--- src/retime_pkg.sv ---
// Shared constants for the quad selectable retiming buffer
// Overview of operation
// - Select high: each channel passes straight through
// - Select low: all channels captured on clock rise
// - Enabled outputs follow the selected channel path
// - Disabled outputs are forced low
// - Disabled: clock, select and inputs ignored
package retime_pkg;
  localparam int unsigned CH_COUNT = 4;
  localparam logic MODE_ASYNC = 1'h1;
  localparam logic MODE_SYNC = 1'h0;
  localparam logic EN_ON = 1'h1;
  localparam logic CLK_IDLE = 1'h0;
  localparam logic OUT_OFF = 1'h0;
endpackage

--- src/cap_if.sv ---
// Carrier between the control logic and the capture bank
`timescale 1ns/1ps
interface cap_if #(
  parameter int unsigned W = retime_pkg::CH_COUNT
);
  logic [W-1:0] d;
  logic load;
  logic [W-1:0] q;
  modport ctrl (output d, output load, input q);
  modport bank (input d, input load, output q);
endinterface

--- src/quad_retime_buf.sv ---
// Top of the four-channel buffer with selectable retiming
`timescale 1ns/1ps
module quad_retime_buf #(
  parameter int unsigned W = retime_pkg::CH_COUNT
) (
  input wire logic ref_clk_in, // System clock, 50 MHz
  input wire logic arst_n_in, // Async reset, active low
  input wire logic [W-1:0] data_in, // Channel inputs
  input wire logic ext_clk_in, // Shared retiming clock, sampled
  input wire logic mode_sel_in, // High async, low sync
  input wire logic out_en_in, // High enables outputs
  output logic [W-1:0] data_out // Channel outputs
);
  import retime_pkg::*;

  typedef struct packed {
    logic clk_prev_reg;
  } ctrl_state_t;

  ctrl_state_t st_reg;
  ctrl_state_t st_next;
  logic clk_rise;
  logic enabled;
  logic sync_mode;

  cap_if #(.W(W)) cap ();

  capture_bank #(.W(W)) u_bank (
    .ref_clk_in(ref_clk_in),
    .cap(cap)
  );

  always_comb begin
    st_next = st_reg;
    st_next.clk_prev_reg = ext_clk_in;
  end

  always_ff @(posedge ref_clk_in or negedge arst_n_in) begin
    if (!arst_n_in) begin
      st_reg.clk_prev_reg <= CLK_IDLE;
    end else begin
      st_reg <= st_next;
    end
  end

  assign enabled = (out_en_in == EN_ON);
  assign sync_mode = (mode_sel_in == MODE_SYNC);
  // Edge tracking runs even when disabled so a level held
  // through the disable window is not mistaken for an edge
  assign clk_rise = ext_clk_in & ~st_reg.clk_prev_reg;

  assign cap.d = data_in;
  // capture on rise in sync mode
  assign cap.load = enabled & sync_mode & clk_rise;

  always_comb begin
    if (!enabled) begin
      data_out = {W{OUT_OFF}};
    end else if (sync_mode) begin
      data_out = cap.q;
    end else begin
      data_out = data_in;
    end
  end

  genvar ch;
  // Lane-by-lane view so a stuck channel is named by its index
  generate
    for (ch = 0; ch < W; ch++) begin : g_lane_chk

    end
  endgenerate
endmodule

--- src/capture_bank.sv ---
// Per-channel capture flip-flops of the synchronous path
`timescale 1ns/1ps
module capture_bank #(
  parameter int unsigned W = retime_pkg::CH_COUNT
) (
  input wire logic ref_clk_in, // System clock
  cap_if.bank cap // Data, load strobe and captured value
);
  import retime_pkg::*;

  typedef struct packed {
    logic [W-1:0] q_reg;
  } bank_state_t;

  bank_state_t st_reg;
  bank_state_t st_next;
  logic [W-1:0] q_next;

  genvar i;
  generate
    for (i = 0; i < W; i++) begin : g_ch
      assign q_next[i] = cap.load ? cap.d[i] : st_reg.q_reg[i];
    end
  endgenerate

  always_comb begin
    st_next = st_reg;
    st_next.q_reg = q_next;
  end

  // No reset on purpose: values persist as a plain latch bank would
  always_ff @(posedge ref_clk_in) begin
    st_reg <= st_next;
  end

  assign cap.q = st_reg.q_reg;
endmodule

--- config.mk ---
export PLATFORM = sky130hd
export DESIGN_NAME = quad_retime_buf
export DESIGN_NICKNAME = d
export VERILOG_FILES = /design/src/retime_pkg.sv /design/src/cap_if.sv /design/src/quad_retime_buf.sv /design/src/capture_bank.sv
export SDC_FILE = /design/constraint.sdc
export NUM_CORES = 1
export LEC_CHECK = 0
export BUFFER_PORTS_ARGS = -buffer_cell sky130_fd_sc_hd__buf_2
export CORE_AREA = 5 5 42 44
export CTS_CLUSTER_SIZE = 8
export DETAILED_ROUTE_END_ITERATION = 6
export DIE_AREA = 0 0 47 49
export HOLD_SLACK_MARGIN = 0.15
export PLACE_DENSITY_LB_ADDON = 0.08
export SYNTH_ARGS = -nofsm -noshare
export SYNTH_HDL_FRONTEND = slang
export SYNTH_SLANG_ARGS = --single-unit
export TNS_END_PERCENT = 100
--- constraint.sdc ---
create_clock -name ref_clk_in -period 0.98 [get_ports ref_clk_in]
set_input_delay 0.196 -clock ref_clk_in [delete_from_list [all_inputs] [get_ports ref_clk_in]]
set_output_delay 0.196 -clock ref_clk_in [all_outputs]
set_load 0.01 [all_outputs]
==> results.md <==
- Max Used Layer: met3
- Avg Cell Area, Syn: 16.4 um^2
- Die area: 2300 um^2
- Critical Path Start: u_bank.cap.q[2]$_DFFE_PP_
- Post-CTS setup buffers: 0
- Final instance area: 424 um^2
- Final worst slack: -152 ps
- Clock Sinks: 5
- Setup TNS: -1080 ps
- Min Hold Slack: 251 ps
- Vias after detailed routing: 208
- Vias per cell: 3.78
- Ranking of synthesized cells by area: edfxtp_1 49%, mux2i_1 16%, dfrtp_1 10%
- TritonCTS clock tree: done
- Synth area leader: edfxtp_1
- Largest net degree at the start of global routing: 5
- Synth top area share: 0.487
- Clk buf depth: 2
- RePlAce Congestion: 0.687
- Finish-stage setup viols: 8
- Max Fanout on Critical Path: 1
- Pleak: 0.000198 uW
- RSZ-0062 raised after global routing: true
- Kind of critical path: flop to primary output
- Met2 wire len: 305 um
- Met3 WL: 51 um
- Commonest non-fill, non-tap cell in the layout: buf_2
- Root Driver: clkbuf_4
- Layout area overhead: 72.1%
- HP Class: input port to async pin
- Peak supply drop: 530 uV
- #FFs+latches synth: 5
- Reg2reg start: st_reg$_DFF_PN0_
- Crit path launch type: flop
- Cell Area, Placed: 338 um^2
- Initial Utilization: 0.176
- First-pass GRT wire length: 938 um
- CP endpoint kind: primary output
- Starting DRT DRC Count: 1
- Max Slew Vio Count: 0
- Number of unique standard cell types used by synthesis: 6
- Mapped Nets: 24
- Worst EP required: 780 ps
- Max reg flops: 4
- Fmax: 883 MHz
- Slew headroom: 0.758
- Ports: 13
- Global route overflow: 0
- Final Cycle Share: 1.16
- CTS Buf Count: 3
- I/O Buffers: 12
- Max Cap Violations: 0
- Die W: 47 um
- Wl on met1: 236 um
- Die H: 49 um
- Clock transition at the registers of the reported paths: 50 ps
- Worst-Skew Late Latency: 240 ps
- Antenna diodes: 0
- Failing checks: negative setup slack
- Post-Synthesis Cell Area: 246 um^2
- Most frequent cells in the layout: 12 x buf_2, 6 x dlygate4sd3_1, 4 x mux2i_1, 4 x nor2b_1, 4 x edfxtp_1
- CORE AREA: 1400 um^2
- Number of global-route vias before repair: 235
- Syn. warnings: 0
- Share of layout cells above drive strength 1: 0.487
- Gr usage total: 0.0609
- ANT nets after route: 0
- Cell Pwr Density: 1350 nW/um^2
- H-Tree Depth: 1
- Post-synthesis cell count: 15
- Seq/Total Area, Yosys: 0.589
- Initial antenna violation count: 0
- Residual DRC: 0
- Min cycle time layout: 1130 ps
- Arrival time at the worst endpoint: 940 ps
- Post-place setup slack: -136 ps
- Drt pass-1 iters: 2
- WL final: 594 um
- Worst-Margin Slew: 363 ps
- Clock Skew: 4.12 ps
- Final Hold Fails: 0
- Number of nets in the layout: 49
- Outcome: complete, but fails checks
- Number of cell rows: 14
- WL per Instance: 10.8 um
## cells in the mapped netlist
cell      number
nor2b_1        4
nor4bb_4       1
edfxtp_1       4
dfrtp_1        1
buf_6          1
mux2i_1        4
## area by class of cell
cell class / count / area (um^2)
repair buffers: 21 / 143
flip-flops and latches: 5 / 145
clock buffers: 4 / 26.3
multi-input cells: 9 / 90.1
fillers: 160 / 977
well taps: 16 / 20.0
## per-stage QoR
| stage | cells | utilization | power [uW] |
|---|---|---|---|
| after floorplan | 15 | - | 277 |
| after global placement | 45 | 0.241 | 314 |
| after detailed placement | 45 | 0.241 | 315 |
| after CTS | 55 | 0.303 | 585 |
| after global routing | 55 | 0.303 | 604 |
| final | 55 | 0.303 | 573 |
## path summary, 6_finish.rpt
kind                                             endpoint  slack (ps)  cells past startpoint
worst max register to register  u_bank.cap.q[1]$_DFFE_PP_        -140                      1
max in group asynchronous                st_reg$_DFF_PN0_         650                      2
min in group ref_clk_in         u_bank.cap.q[0]$_DFFE_PP_         320                      2
worst min-delay path                     st_reg$_DFF_PN0_         250                      2
worst max-delay path                          data_out[2]        -150                      3
worst min register to register  u_bank.cap.q[0]$_DFFE_PP_         600                      1
## worst max-delay path: stages, from the launching register on
cell and delay, ps:
edfxtp_1 360, mux2i_1 130, nor2b_1 70, buf_2 130
## power by group
part	leakage (uW)	internal [uW]	switching (uW)	total, uW
registers	0.0000480	236	2.21	238
clock network	0.0000150	154	90.5	245
logic	0.000135	56.6	33.1	89.7
## cell families (layout without fill, tap and decap cells)
| group | count (synthesis) | in the layout | synth area share |
|---|---|---|---|
| buf+inv | 1 | 25 | 0.0457 |
| flops | 5 | 5 | 0.589 |
| mux | 4 | 4 | 0.162 |
| simple gates | 5 | 5 | 0.203 |
## per-layer routing
metal | up-vias | track usage
met3 | 0 | 0.0332
met1 | 95 | 0.0671
met5 | - | 0
li1 | 105 | -
met4 | 0 | 0.0276
met2 | 8 | 0.0928
## timing repair
action | in CTS | in global routing
resized for setup | 0 | 0
endpoints found under the setup margin | 8 | 8
hold endpoints to repair | 6 | 0
pin swaps | 0 | 0
hold buffers | 6 | 0
Note: power is estimated with default switching activity, not from simulation.
